### src/pad_cell_regs.vh
// pad_cell_regs.vh - bit positions, element indices and widths of the pad cell.
// assumes: included by pad_cell.v and storage_elem.v by bare name.
`ifndef PAD_CELL_REGS_VH
`define PAD_CELL_REGS_VH

// positions in the per-signal inversion vector
`define INV_W 14
`define B_PAD 0
`define B_OUT_UP 1
`define B_OUT_LO 2
`define B_DRV_UP 3
`define B_DRV_LO 4
`define B_OCLK_UP 5
`define B_OCLK_LO 6
`define B_ICLK_UP 7
`define B_ICLK_LO 8
`define B_OEN 9
`define B_TEN 10
`define B_IEN 11
`define B_SR 12
`define B_REV 13

// storage element indices (upper/lower of input, output, three-state)
`define NELEM 6
`define E_IN_UP 0
`define E_IN_LO 1
`define E_OUT_UP 2
`define E_OUT_LO 3
`define E_TRI_UP 4
`define E_TRI_LO 5

// path index within the enable-used vector
`define NPATH 3
`define P_IN 0
`define P_OUT 1
`define P_TRI 2

// reset value of every single-bit register
`define ZERO1 1'h0

`endif

### src/pad_cell.v
// pad_cell.v - one pad cell joining a package pad to fabric logic.
// assumes: fabric signals share REF_CLK; PAD_IN comes from a pin and is synchronised here;
// the pad wire itself is resolved outside from PAD_OUT and PAD_OE.
`timescale 1ns/1ps
`default_nettype none
`include "pad_cell_regs.vh"

// Function
// - input-only variant builds no output driver, multiplexer or output/three-state storage
// - input-only cells are at most a quarter of all cells
// - each of three paths owns two elements, flop or latch
// - pad goes through delay to direct output and input pair
// - output data lines go through multiplexer, optionally via storage pair
// - drive-control lines through multiplexer decide when pad floats
// - every entering signal except GLOBAL_PRESET and the neighbour pair has an optional in-cell inversion
// - dual-edge pair turns rising-edge data into both-edge bits
// - flop captures on active edge only while enabled
// - open latch output follows its data input
// - unconnected clock enable acts as always asserted
// - set/reset forces selected level, sync or async per option
// - reverse forces opposite level under the same timing option
// - set/reset and reverse together give zero
// - output dual-edge pair can be shared with neighbouring cell
// - output/tri uppers share a clock, lowers another; inputs independent
// - one enable line per path drives both its elements
// - one set/reset and one reverse line drive all six elements
// - preset loads start value, default follows force polarity; configuration reset loads zero
module pad_cell #(
  parameter INPUT_ONLY = 0,
  parameter DLY_W = 3
) (
  input wire REF_CLK,
  input wire RST,
  input wire PAD_IN,
  output wire PAD_OUT,
  output wire PAD_OE,
  output reg PAD_DIRECT,
  output wire INPUT_REG_UPPER_OUT,
  output wire INPUT_REG_LOWER_OUT,
  input wire OUT_DATA_UPPER,
  input wire OUT_DATA_LOWER,
  input wire DRIVE_CTL_UPPER,
  input wire DRIVE_CTL_LOWER,
  input wire OUT_UPPER_CLOCK,
  input wire OUT_LOWER_CLOCK,
  input wire IN_UPPER_CAPTURE_CLOCK,
  input wire IN_LOWER_CAPTURE_CLOCK,
  input wire OUT_PATH_ENABLE,
  input wire TRISTATE_PATH_ENABLE,
  input wire IN_PATH_ENABLE,
  input wire SET_RESET_IN,
  input wire OPPOSITE_FORCE_IN,
  input wire GLOBAL_PRESET,
  input wire [`INV_W-1:0] INV_SEL,
  input wire [`NPATH-1:0] ENABLE_USED,
  input wire [`NELEM-1:0] LATCH_MODE,
  input wire [`NELEM-1:0] FORCE_HIGH_SEL,
  input wire [`NELEM-1:0] FORCE_TIMING_SEL,
  input wire [`NELEM-1:0] INIT_EXPLICIT,
  input wire [`NELEM-1:0] START_HIGH,
  input wire [DLY_W-1:0] IN_DELAY_TAPS,
  input wire OUT_REG_SEL,
  input wire OUT_DUAL_EDGE,
  input wire TRI_REG_SEL,
  input wire TRI_DUAL_EDGE,
  input wire SHARE_NB,
  input wire NB_UPPER_Q,
  input wire NB_LOWER_Q,
  output wire DUAL_UPPER_Q,
  output wire DUAL_LOWER_Q
);

  localparam DLY_N = 1 << DLY_W;

  // selects the value a path mux drives toward the pad
  function path_mux;
    input reg_sel;
    input dual;
    input clk_hi;
    input direct;
    input qu;
    input ql;
    begin
      if (!reg_sel) begin
        path_mux = direct;
      end else if (dual) begin
        path_mux = clk_hi ? qu : ql;
      end else begin
        path_mux = qu;
      end
    end
  endfunction

  //////////////////////////////////////////////////////////////////////////////
  // pad input synchroniser; first stage feeds only the second
  reg pad_meta_r;
  reg pad_sync_r;

  always @(posedge REF_CLK) begin
    if (RST) begin
      pad_meta_r <= `ZERO1;
      pad_sync_r <= `ZERO1;
    end else begin
      pad_meta_r <= PAD_IN;
      pad_sync_r <= pad_meta_r;
    end
  end

  //////////////////////////////////////////////////////////////////////////////
  // in-cell inversion
  wire [`INV_W-1:0] raw;
  wire [`INV_W-1:0] sig;

  assign raw[`B_PAD] = pad_sync_r;
  assign raw[`B_OUT_UP] = OUT_DATA_UPPER;
  assign raw[`B_OUT_LO] = OUT_DATA_LOWER;
  assign raw[`B_DRV_UP] = DRIVE_CTL_UPPER;
  assign raw[`B_DRV_LO] = DRIVE_CTL_LOWER;
  assign raw[`B_OCLK_UP] = OUT_UPPER_CLOCK;
  assign raw[`B_OCLK_LO] = OUT_LOWER_CLOCK;
  assign raw[`B_ICLK_UP] = IN_UPPER_CAPTURE_CLOCK;
  assign raw[`B_ICLK_LO] = IN_LOWER_CAPTURE_CLOCK;
  assign raw[`B_OEN] = OUT_PATH_ENABLE;
  assign raw[`B_TEN] = TRISTATE_PATH_ENABLE;
  assign raw[`B_IEN] = IN_PATH_ENABLE;
  assign raw[`B_SR] = SET_RESET_IN;
  assign raw[`B_REV] = OPPOSITE_FORCE_IN;
  assign sig = raw ^ INV_SEL;

  //////////////////////////////////////////////////////////////////////////////
  // programmable input delay line; tap zero is the synchronised pad
  reg [DLY_N-1:0] dly_r;
  wire pad_dly;

  always @(posedge REF_CLK) begin
    if (RST) begin
      dly_r <= {DLY_N{`ZERO1}};
    end else begin
      dly_r <= {dly_r[DLY_N-2:0], sig[`B_PAD]};
    end
  end

  assign pad_dly = (IN_DELAY_TAPS == {DLY_W{1'b0}}) ? sig[`B_PAD] : dly_r[IN_DELAY_TAPS - 1'b1];

  always @(posedge REF_CLK) begin
    if (RST) begin
      PAD_DIRECT <= `ZERO1;
    end else begin
      PAD_DIRECT <= pad_dly;
    end
  end

  //////////////////////////////////////////////////////////////////////////////
  // per-element wiring
  wire [`NELEM-1:0] e_clk;
  wire [`NELEM-1:0] e_ce;
  wire [`NELEM-1:0] e_d;
  wire [`NELEM-1:0] e_fh;
  wire [`NELEM-1:0] e_q;
  wire [`NPATH-1:0] path_en;

  assign path_en[`P_IN] = ENABLE_USED[`P_IN] ? sig[`B_IEN] : 1'b1;
  assign path_en[`P_OUT] = ENABLE_USED[`P_OUT] ? sig[`B_OEN] : 1'b1;
  assign path_en[`P_TRI] = ENABLE_USED[`P_TRI] ? sig[`B_TEN] : 1'b1;

  assign e_clk[`E_IN_UP] = sig[`B_ICLK_UP];
  assign e_clk[`E_IN_LO] = sig[`B_ICLK_LO];
  assign e_clk[`E_OUT_UP] = sig[`B_OCLK_UP];
  assign e_clk[`E_TRI_UP] = sig[`B_OCLK_UP];
  assign e_clk[`E_OUT_LO] = sig[`B_OCLK_LO];
  assign e_clk[`E_TRI_LO] = sig[`B_OCLK_LO];

  assign e_ce[`E_IN_UP] = path_en[`P_IN];
  assign e_ce[`E_IN_LO] = path_en[`P_IN];
  assign e_ce[`E_OUT_UP] = path_en[`P_OUT];
  assign e_ce[`E_OUT_LO] = path_en[`P_OUT];
  assign e_ce[`E_TRI_UP] = path_en[`P_TRI];
  assign e_ce[`E_TRI_LO] = path_en[`P_TRI];

  assign e_d[`E_IN_UP] = pad_dly;
  assign e_d[`E_IN_LO] = pad_dly;
  assign e_d[`E_OUT_UP] = sig[`B_OUT_UP];
  assign e_d[`E_OUT_LO] = sig[`B_OUT_LO];
  assign e_d[`E_TRI_UP] = sig[`B_DRV_UP];
  assign e_d[`E_TRI_LO] = sig[`B_DRV_LO];

  // in dual-edge use the upper element's force polarity governs both
  assign e_fh[`E_IN_UP] = FORCE_HIGH_SEL[`E_IN_UP];
  assign e_fh[`E_IN_LO] = FORCE_HIGH_SEL[`E_IN_LO];
  assign e_fh[`E_OUT_UP] = FORCE_HIGH_SEL[`E_OUT_UP];
  assign e_fh[`E_OUT_LO] = OUT_DUAL_EDGE ? FORCE_HIGH_SEL[`E_OUT_UP] : FORCE_HIGH_SEL[`E_OUT_LO];
  assign e_fh[`E_TRI_UP] = FORCE_HIGH_SEL[`E_TRI_UP];
  assign e_fh[`E_TRI_LO] = TRI_DUAL_EDGE ? FORCE_HIGH_SEL[`E_TRI_UP] : FORCE_HIGH_SEL[`E_TRI_LO];

  //////////////////////////////////////////////////////////////////////////////
  // six storage elements; input-only cells build the input pair only
  genvar k;
  generate
    for (k = 0; k < `NELEM; k = k + 1) begin : g_elem
      if (INPUT_ONLY != 0 && k > `E_IN_LO) begin : g_none
        assign e_q[k] = 1'b0;
      end else begin : g_make
        wire init_v;
        assign init_v = INIT_EXPLICIT[k] ? START_HIGH[k] : e_fh[k];
        storage_elem u_elem (
          .clk(REF_CLK),
          .rst(RST),
          .clk_lvl(e_clk[k]),
          .ce(e_ce[k]),
          .d(e_d[k]),
          .sr(sig[`B_SR]),
          .opposite_force_in(sig[`B_REV]),
          .latch_mode(LATCH_MODE[k]),
          .force_high(e_fh[k]),
          .async_force(FORCE_TIMING_SEL[k]),
          .init_val(init_v),
          .gpreset(GLOBAL_PRESET),
          .q(e_q[k])
        );
      end
    end
  endgenerate

  assign INPUT_REG_UPPER_OUT = e_q[`E_IN_UP];
  assign INPUT_REG_LOWER_OUT = e_q[`E_IN_LO];

  //////////////////////////////////////////////////////////////////////////////
  // output and three-state multiplexers and pad driver
  generate
    if (INPUT_ONLY != 0) begin : g_in_only
      assign PAD_OUT = 1'b0;
      assign PAD_OE = 1'b0;
      assign DUAL_UPPER_Q = 1'b0;
      assign DUAL_LOWER_Q = 1'b0;
    end else begin : g_full
      wire out_qu;
      wire out_ql;
      wire drive_float;
      assign DUAL_UPPER_Q = e_q[`E_OUT_UP];
      assign DUAL_LOWER_Q = e_q[`E_OUT_LO];
      assign out_qu = SHARE_NB ? NB_UPPER_Q : e_q[`E_OUT_UP];
      assign out_ql = SHARE_NB ? NB_LOWER_Q : e_q[`E_OUT_LO];
      assign PAD_OUT = path_mux(OUT_REG_SEL, OUT_DUAL_EDGE, sig[`B_OCLK_UP],
                                sig[`B_OUT_UP], out_qu, out_ql);
      // high-impedance decision; a high control floats the pad
      assign drive_float = path_mux(TRI_REG_SEL, TRI_DUAL_EDGE, sig[`B_OCLK_UP],
                                    sig[`B_DRV_UP], e_q[`E_TRI_UP], e_q[`E_TRI_LO]);
      assign PAD_OE = ~drive_float;
    end
  endgenerate

  // device count limit: a chip build instantiates this with INPUT_ONLY set
  // on no more than a quarter of its cells; one cell cannot see the total.

endmodule // pad_cell

`default_nettype wire

### src/storage_elem.v
// storage_elem.v - one storage element: edge flop or level latch with force controls.
// assumes: every input is on REF_CLK's domain; path clock arrives as a sampled level.
`timescale 1ns/1ps
`default_nettype none
`include "pad_cell_regs.vh"

module storage_elem (
  input wire clk,
  input wire rst,
  input wire clk_lvl,
  input wire ce,
  input wire d,
  input wire sr,
  input wire opposite_force_in,
  input wire latch_mode,
  input wire force_high,
  input wire async_force,
  input wire init_val,
  input wire gpreset,
  output wire q
);

  reg state_r;
  reg state_nxt;
  reg clk_prev_r;
  wire clk_rise;
  wire active;
  wire force_act;
  wire force_val;
  wire transparent;

  //////////////////////////////////////////////////////////////////////////////
  // capture on edge, or while open in latch mode
  assign clk_rise = clk_lvl & ~clk_prev_r;
  assign transparent = latch_mode & clk_lvl & ce;
  assign active = latch_mode ? transparent : (clk_rise & ce);
  assign force_act = sr | opposite_force_in;
  assign force_val = (sr & opposite_force_in) ? 1'b0 : (sr ? force_high : ~force_high);

  // next state: preset, then force, then data
  always @* begin
    state_nxt = state_r;
    if (gpreset) begin
      state_nxt = init_val;
    end else if (force_act & (async_force | active)) begin
      state_nxt = force_val;
    end else if (active) begin
      state_nxt = d;
    end
  end

  // rst stands for end of configuration; it clears the state to zero, not to the start value
  always @(posedge clk) begin
    if (rst) begin
      state_r <= `ZERO1;
      clk_prev_r <= `ZERO1;
    end else begin
      state_r <= state_nxt;
      clk_prev_r <= clk_lvl;
    end
  end

  // async force and open latch show at once, not a cycle late
  assign q = (async_force & force_act) ? force_val : (transparent ? d : state_r);

endmodule // storage_elem

`default_nettype wire

### config.mk
export PLATFORM = sky130hd
export DESIGN_NAME = pad_cell
export DESIGN_NICKNAME = d
export VERILOG_FILES = /design/src/pad_cell.v /design/src/storage_elem.v
export VERILOG_INCLUDE_DIRS = /design/src
export SDC_FILE = /design/constraint.sdc
export NUM_CORES = 1
export LEC_CHECK = 0
export BUFFER_PORTS_ARGS = -buffer_cell sky130_fd_sc_hd__buf_2
export CORE_UTILIZATION = 46
export CTS_BUF_LIST = sky130_fd_sc_hd__clkbuf_8 sky130_fd_sc_hd__clkbuf_16
export DETAILED_ROUTE_END_ITERATION = 7
export PLACE_DENSITY = 0.78
export SLEW_MARGIN = 20
export SYNTH_ARGS = -nofsm -noshare
export SYNTH_HDL_FRONTEND = slang
export SYNTH_HIERARCHICAL = 1
export SYNTH_SLANG_ARGS = --single-unit
### constraint.sdc
create_clock -name REF_CLK -period 3.2 [get_ports REF_CLK]
set_input_delay 0.64 -clock REF_CLK [delete_from_list [all_inputs] [get_ports REF_CLK]]
set_output_delay 0.64 -clock REF_CLK [all_outputs]
set_load 0.01 [all_outputs]
==> results.json, run 1 <==
{
  "r2r-start": "dly_r[2]$_SDFF_PP0_",
  "period_minus_slack_ns": 2.96,
  "arrival_ns": 2.32,
  "setup-tns-final_ns": 0,
  "rsz0062_at_grt": "false",
  "synth_cell_type_count": 24,
  "fin_crit_sh": 0.926,
  "overflow": 0,
  "clock_tree.root_cell": "clkbuf_8",
  "worstPathCellList": "buf_2, xnor2_1, inv_1, nand3_1, mux2_2, nor2_1, a21oi_1, nor2b_1, a221o_1, a31o_2, buf_2",
  "num_vias": 1600,
  "path_buf_inv": 3,
  "crit_path_top_delay_cell": "mux2_2",
  "path_max_fanout": 2,
  "drv_cap": 0,
  "hp-start": "pad_meta_r$_SDFF_PP0_",
  "htree_levels": 1,
  "ys.flop_type": "dfxtp_1",
  "place_area_um2": 2100,
  "pre_cts_ws_ns": 0.230,
  "port_buffers": 80,
  "wl_per_cell_um": 11.2,
  "fin_nets": 350,
  "syn_inst": 185,
  "detailed_place_hpwl_mm": 2.86,
  "drcViolationCount": 0,
  "post_cts_resized": 0,
  "grt_max_degree": 36,
  "synth_common_cells": "23 x dfxtp_1, 21 x nand2_1, 19 x a21oi_1",
  "status": "finished, final reports clean",
  "rrSetupSlack_ns": 1.33,
  "worst_path_largest_cell_delay_ns": 0.33,
  "drt_first_pass_iters": 6,
  "ys_warn_count": 6,
  "fin_skew_ns": 0.00107,
  "post_cts_buffers": 0,
  "die_y_um": 61.0,
  "initialDrtViolationCount": 59,
  "cts_sinks": 23,
  "area_growth_pct": 34.6,
  "clock.fmax_mhz": 337,
  "synth_top_area_cell": "dfxtp_1",
  "dieArea_um2": 3720,
  "path_delay_family": "compound AO/OA/AOI/OAI gates",
  "cts_buffers": 3,
  "final_area_um2": 2150,
  "crit_top_cell": "buf_2",
  "power_mw": 0.762,
  "design.core.area_um2": 3340,
  "clkLatencyLatePin_ns": 0.26,
  "synth_area_um2": 1600,
  "final-hold-violation-count": 0,
  "slew_headroom": 0.598,
  "hp-class": "reg2reg",
  "start_kind": "input port",
  "rows": 21,
  "clk_pin_slew_ns": 0.08,
  "synth.most_common_cell": "dfxtp_1",
  "cts_buffer_depth": 2,
  "cts_tree": "built",
  "maxSlewViolCount": 0,
  "layout-drive-gt1-share": 0.407,
  "cp.depth": 11,
  "worst_slack_ns": 0.236,
  "grt.total_usage": 0.198,
  "ioPinCount": 81,
  "path_class": "in2out",
  "required_ns": 2.56,
  "netlist.area_leader.share": 0.288,
  "ys_seq_area_frac": 0.288,
  "die_x_um": 61.0,
  "synth_edf_count": 0,
  "gp_congestion": 0.789,
  "initial_core_util": 0.479,
  "syn_avg_cell_area_um2": 8.64,
  "ant_nets": 0,
  "antennaDiodeCount": 0,
  "synthArstFlopShare": 0,
  "synth_seq_cells": 23,
  "vias_per_cell": 5.02,
  "worstSetupEndpointType": "output pin",
  "ir_drop_mv": 0.181,
  "syn-num-nets": 261,
  "worstHoldPathCells": 1,
  "first_global_vias": 1361,
  "wl_mm": 3.56,
  "worstMarginPinSlew_ns": 0.603,
  "p_leak_nw": 1.03,
  "grt_first_pass_wirelength_mm": 5.55,
  "netlist_top_cells_area": "dfxtp_1 29%, mux2_2 9.9%, nor2b_1 7.0%",
  "antenna_found_initial": 0,
  "r2r_cells": 6,
  "hold_buffers": 0,
  "setup_viol": 0,
  "power_density_nw_per_um2": 354,
  "crit_start": "INV_SEL[5]"
}
-- registers in the layout, indices dropped and copies added, names as in the netlist --
register and flops:
dly_r 8, g_elem.g_make.u_elem/clk_prev_r 6, g_elem.g_make.u_elem/state_r 6, PAD_DIRECT 1
pad_meta_r 1, pad_sync_r 1
-- final timing paths --
| path | end |
|---|---|
| setup / recovery | PAD_OUT |
| hold reg to reg | pad_sync_r$_SDFF_PP0_ |
| hold / removal | pad_sync_r$_SDFF_PP0_ |
| setup reg to reg | g_elem[1].g_make.u_elem/state_r$_SDFFE_PP0P_ |
-- metrics by stage --
stage	instances	util	hold WS, ns
global route	319	0.645	0.466
finish	319	0.645	0.447
floorplan	185	-	0.414
global placement	315	0.630	0.418
CTS	319	0.645	0.446
detailed placement	315	0.630	0.425
-- cell type report --
class	count	area [um^2]
clock buffers	3	41.3
well taps	46	57.6
fillers	312	1180
inverters	10	37.5
repair buffers	85	450
flip-flops and latches	23	460
clock inverters	1	7.51
multi-input cells	151	1100
-- metal layers --
metal  up-vias  global-route usage  routed length, um
li1        842                   -                  -
met5         -                   0                  0
met4         0              0.0487                 19
met1       716               0.251               1640
met2        40               0.352               1730
met3         2              0.0320                168
-- cells in the final DEF, fill, tap and decap left out --
cell	n
buf_2	80
dfxtp_1	23
nand2_1	21
a21oi_1	19
nor2b_1	18
mux2_2	14
nor2_1	14
inv_1	10
xor2_1	9
nand3_1	8
xnor2_1	6
mux2_4	6
o21a_1	6
or3_1	6
o32a_1	6
o41ai_1	6
buf_4	4
clkbuf_8	3
a31o_2	2
mux4_1	2
mux2i_1	2
ha_1	2
o21ai_0	1
nand2b_1	1
a221o_1	1
a211oi_1	1
clkinvlp_4	1
buf_12	1
-- power by group --
part | leakage [nW] | internal, mW | switching [mW]
clock | 0.0217 | 0.0880 | 0.0964
sequential | 0.190 | 0.305 | 0.00648
combinational | 0.821 | 0.142 | 0.125
total | 1.03 | 0.534 | 0.228
-- cell families (layout without fill, tap and decap cells) --
family	count (synthesis)	after routing	synth area share
AO/OA/AOI/OAI	42	42	0.183
AND/OR/NAND/NOR	68	68	0.205
flip-flops	23	23	0.288
XOR/XNOR	15	15	0.0822
buffers and inverters	11	99	0.0258
adder cells (fa/ha/maj)	2	2	0.0156
multiplexers	24	24	0.200
Power figures use the tool's default switching activity.
==> run 2: changes to the inputs <==
--- a/config.mk
+++ b/config.mk
@@ -6,8 +6,9 @@
 export SDC_FILE = /design/constraint.sdc
 export NUM_CORES = 1
 export LEC_CHECK = 0
+export ABC_AREA = 1
 export BUFFER_PORTS_ARGS = -buffer_cell sky130_fd_sc_hd__buf_2
-export CORE_UTILIZATION = 46
+export CORE_UTILIZATION = 49
 export CTS_BUF_LIST = sky130_fd_sc_hd__clkbuf_8 sky130_fd_sc_hd__clkbuf_16
 export DETAILED_ROUTE_END_ITERATION = 7
 export PLACE_DENSITY = 0.78
==> results.json, run 2 <==
{
  "syn_inst": 331,
  "path_class": "in2out",
  "reg_top3": "dly_r (8), g_elem.g_make.u_elem/clk_prev_r (6), g_elem.g_make.u_elem/state_r (6)",
  "synth_cell_type_count": 23,
  "area_growth_pct": 26.3,
  "setup-tns-final_ns": 0,
  "hold_buffers": 0,
  "worstSetupEndpointType": "output pin",
  "antennaDiodeCount": 0,
  "layout_commonest_cell": "buf_2",
  "final-hold-violation-count": 0,
  "ys_seq_area_frac": 0.235,
  "drv_cap": 0,
  "htree_levels": 1,
  "grt_max_degree": 24,
  "synthArstFlopShare": 0,
  "dieArea_um2": 4260,
  "port_buffers": 80,
  "place_area_um2": 2430,
  "hp-start": "dly_r[4]$_SDFF_PP0_",
  "ant_nets": 0,
  "die_x_um": 65.3,
  "required_ns": 2.56,
  "die_y_um": 65.3,
  "fin_cells": 464,
  "cts_sinks": 23,
  "ys.flop_type": "dfxtp_1",
  "maxSlewViolCount": 0,
  "period_minus_slack_ns": 2.80,
  "first_global_vias": 1880,
  "synth.most_common_cell": "nand2_1",
  "post_cts_buffers": 0,
  "r2r-start": "dly_r[6]$_SDFF_PP0_",
  "crit_start": "OUT_PATH_ENABLE",
  "worstMarginPinSlew_ns": 0.499,
  "syn-num-nets": 407,
  "netlist.area_leader.share": 0.235,
  "status": "finished, final reports clean",
  "final_cell_mix": "80 x buf_2, 79 x nand2_1, 59 x inv_1",
  "top_register": "dly_r",
  "power_density_nw_per_um2": 328,
  "layout-drive-gt1-share": 0.317,
  "synth_edf_count": 0,
  "hold_ws_ns": 0.419,
  "rsz0062_at_grt": "false",
  "ys_warn_count": 6,
  "post_cts_resized": 0,
  "fin_crit_sh": 0.874,
  "ioPinCount": 81,
  "drt_first_pass_iters": 4,
  "overflow": 0,
  "wl_per_cell_um": 9.32,
  "path_max_fanout": 3,
  "design.core.area_um2": 3740,
  "fin_skew_ns": 0.00185,
  "setup_viol": 0,
  "clock_tree.root_cell": "clkbuf_8",
  "gp_congestion": 0.879,
  "vias_per_cell": 4.76,
  "start_kind": "input port",
  "final_area_um2": 2480,
  "synth_top_area_cell": "dfxtp_1",
  "fin_nets": 493,
  "p_leak_nw": 1.48,
  "rows": 22,
  "detailed_place_hpwl_mm": 3.56,
  "cts_tree": "built",
  "clk_pin_slew_ns": 0.08,
  "cts_buffers": 3,
  "clkLatencyLatePin_ns": 0.26,
  "syn_avg_cell_area_um2": 5.93,
  "fill_cells": 383,
  "grt_first_pass_wirelength_mm": 7.28,
  "dp_cells": 460,
  "initialDrtViolationCount": 92,
  "netlist_top_cells_area": "dfxtp_1 23%, nand2_1 15%, nand3_1 12%",
  "wl_mm": 4.33,
  "antenna_found_initial": 0,
  "clock.fmax_mhz": 358,
  "synth_area_um2": 1960,
  "arrival_ns": 2.16,
  "slew_headroom": 0.667,
  "drcViolationCount": 0,
  "synth_seq_cells": 23,
  "num_vias": 2210,
  "cts_buffer_depth": 2,
  "initial_core_util": 0.524,
  "ir_drop_mv": 0.327,
  "grt.total_usage": 0.216,
  "synth_common_cells": "79 x nand2_1, 58 x inv_1, 48 x nand3_1",
  "largest_reg_flops": 8,
  "hp-class": "reg2reg"
}
==> run 2: changes by cell type after synthesis, moves of 7 or more <==
cell     previous run  this run
a21oi_1            19         3
inv_1              10        58
inv_2               0        21
mux2_2             14         4
nand2_1            21        79
nand2_2             0         7
nand3_1             8        48
nor2_1             14        23
nor2b_1            18         0
o21ai_1             0         8
==> run 2: layer usage <==
layer / wire, um / global-route usage
met1: 1890 / 0.247
met2: 2090 / 0.385
met3: 286 / 0.0503
met4: 56 / 0.0788
met5: 0 / 0
==> run 2: final cells by class <==
class | instances | area [um^2] | area share
inverters | 82 | 308 | 0.124
flip-flops and latches | 23 | 460 | 0.186
multi-input cells | 225 | 1190 | 0.480
well taps | 48 | 60.1 | 0.0242
repair buffers | 82 | 415 | 0.168
clock inverters | 1 | 3.75 | 0.00151
clock buffers | 3 | 41.3 | 0.0167
==> run 2: cells by family after synthesis <==
group,Yosys count,synth area share
muxes,4,0.0230
AOI/OAI and AO/OA,30,0.0957
and+or+nand+nor,178,0.426
adders and majority gates,2,0.0128
xor gates and xnor gates,11,0.0491
buffers and inverters,83,0.159
DFF,23,0.235
==> run 2: report_power, final <==
| part | switching, mW | internal, mW |
|---|---|---|
| Combinational | 0.192 | 0.134 |
| Clock | 0.0889 | 0.0856 |
| Sequential | 0.00722 | 0.305 |
==> run 2: final timing paths <==
check / to / slack (ns) / depth (start not counted)
setup / recovery: PAD_OUT / 0.40 / 14
hold / removal: dly_r[5]$_SDFF_PP0_ / 0.42 / 2
setup reg to reg: g_elem[0].g_make.u_elem/state_r$_SDFFE_PP0P_ / 1.92 / 12
hold reg to reg: dly_r[5]$_SDFF_PP0_ / 0.42 / 2
==> run 2: per-stage QoR <==
step / util / total power [mW] / setup WS, ns
6_report: 0.662 / 0.813 / 0.403
5_1_grt: 0.662 / 0.883 / 0.202
4_1_cts: 0.662 / 0.825 / 0.433
3_5_place_dp: 0.650 / 0.645 / 0.441
3_3_place_gp: 0.650 / 0.639 / 0.433
2_1_floorplan: - / 0.534 / 0.354
==> run 2: critical path: stages <==
cell and delay [ns]:
buf_2 0.10, nand2_1 0.06, inv_1 0.03, o21ai_0 0.30, nand2_1 0.11, inv_2 0.08
nand2_1 0.06, o211ai_1 0.16, nand2_1 0.09, o21ai_0 0.17, nand2_1 0.07, o21ai_1 0.07
a21oi_1 0.07, buf_2 0.13
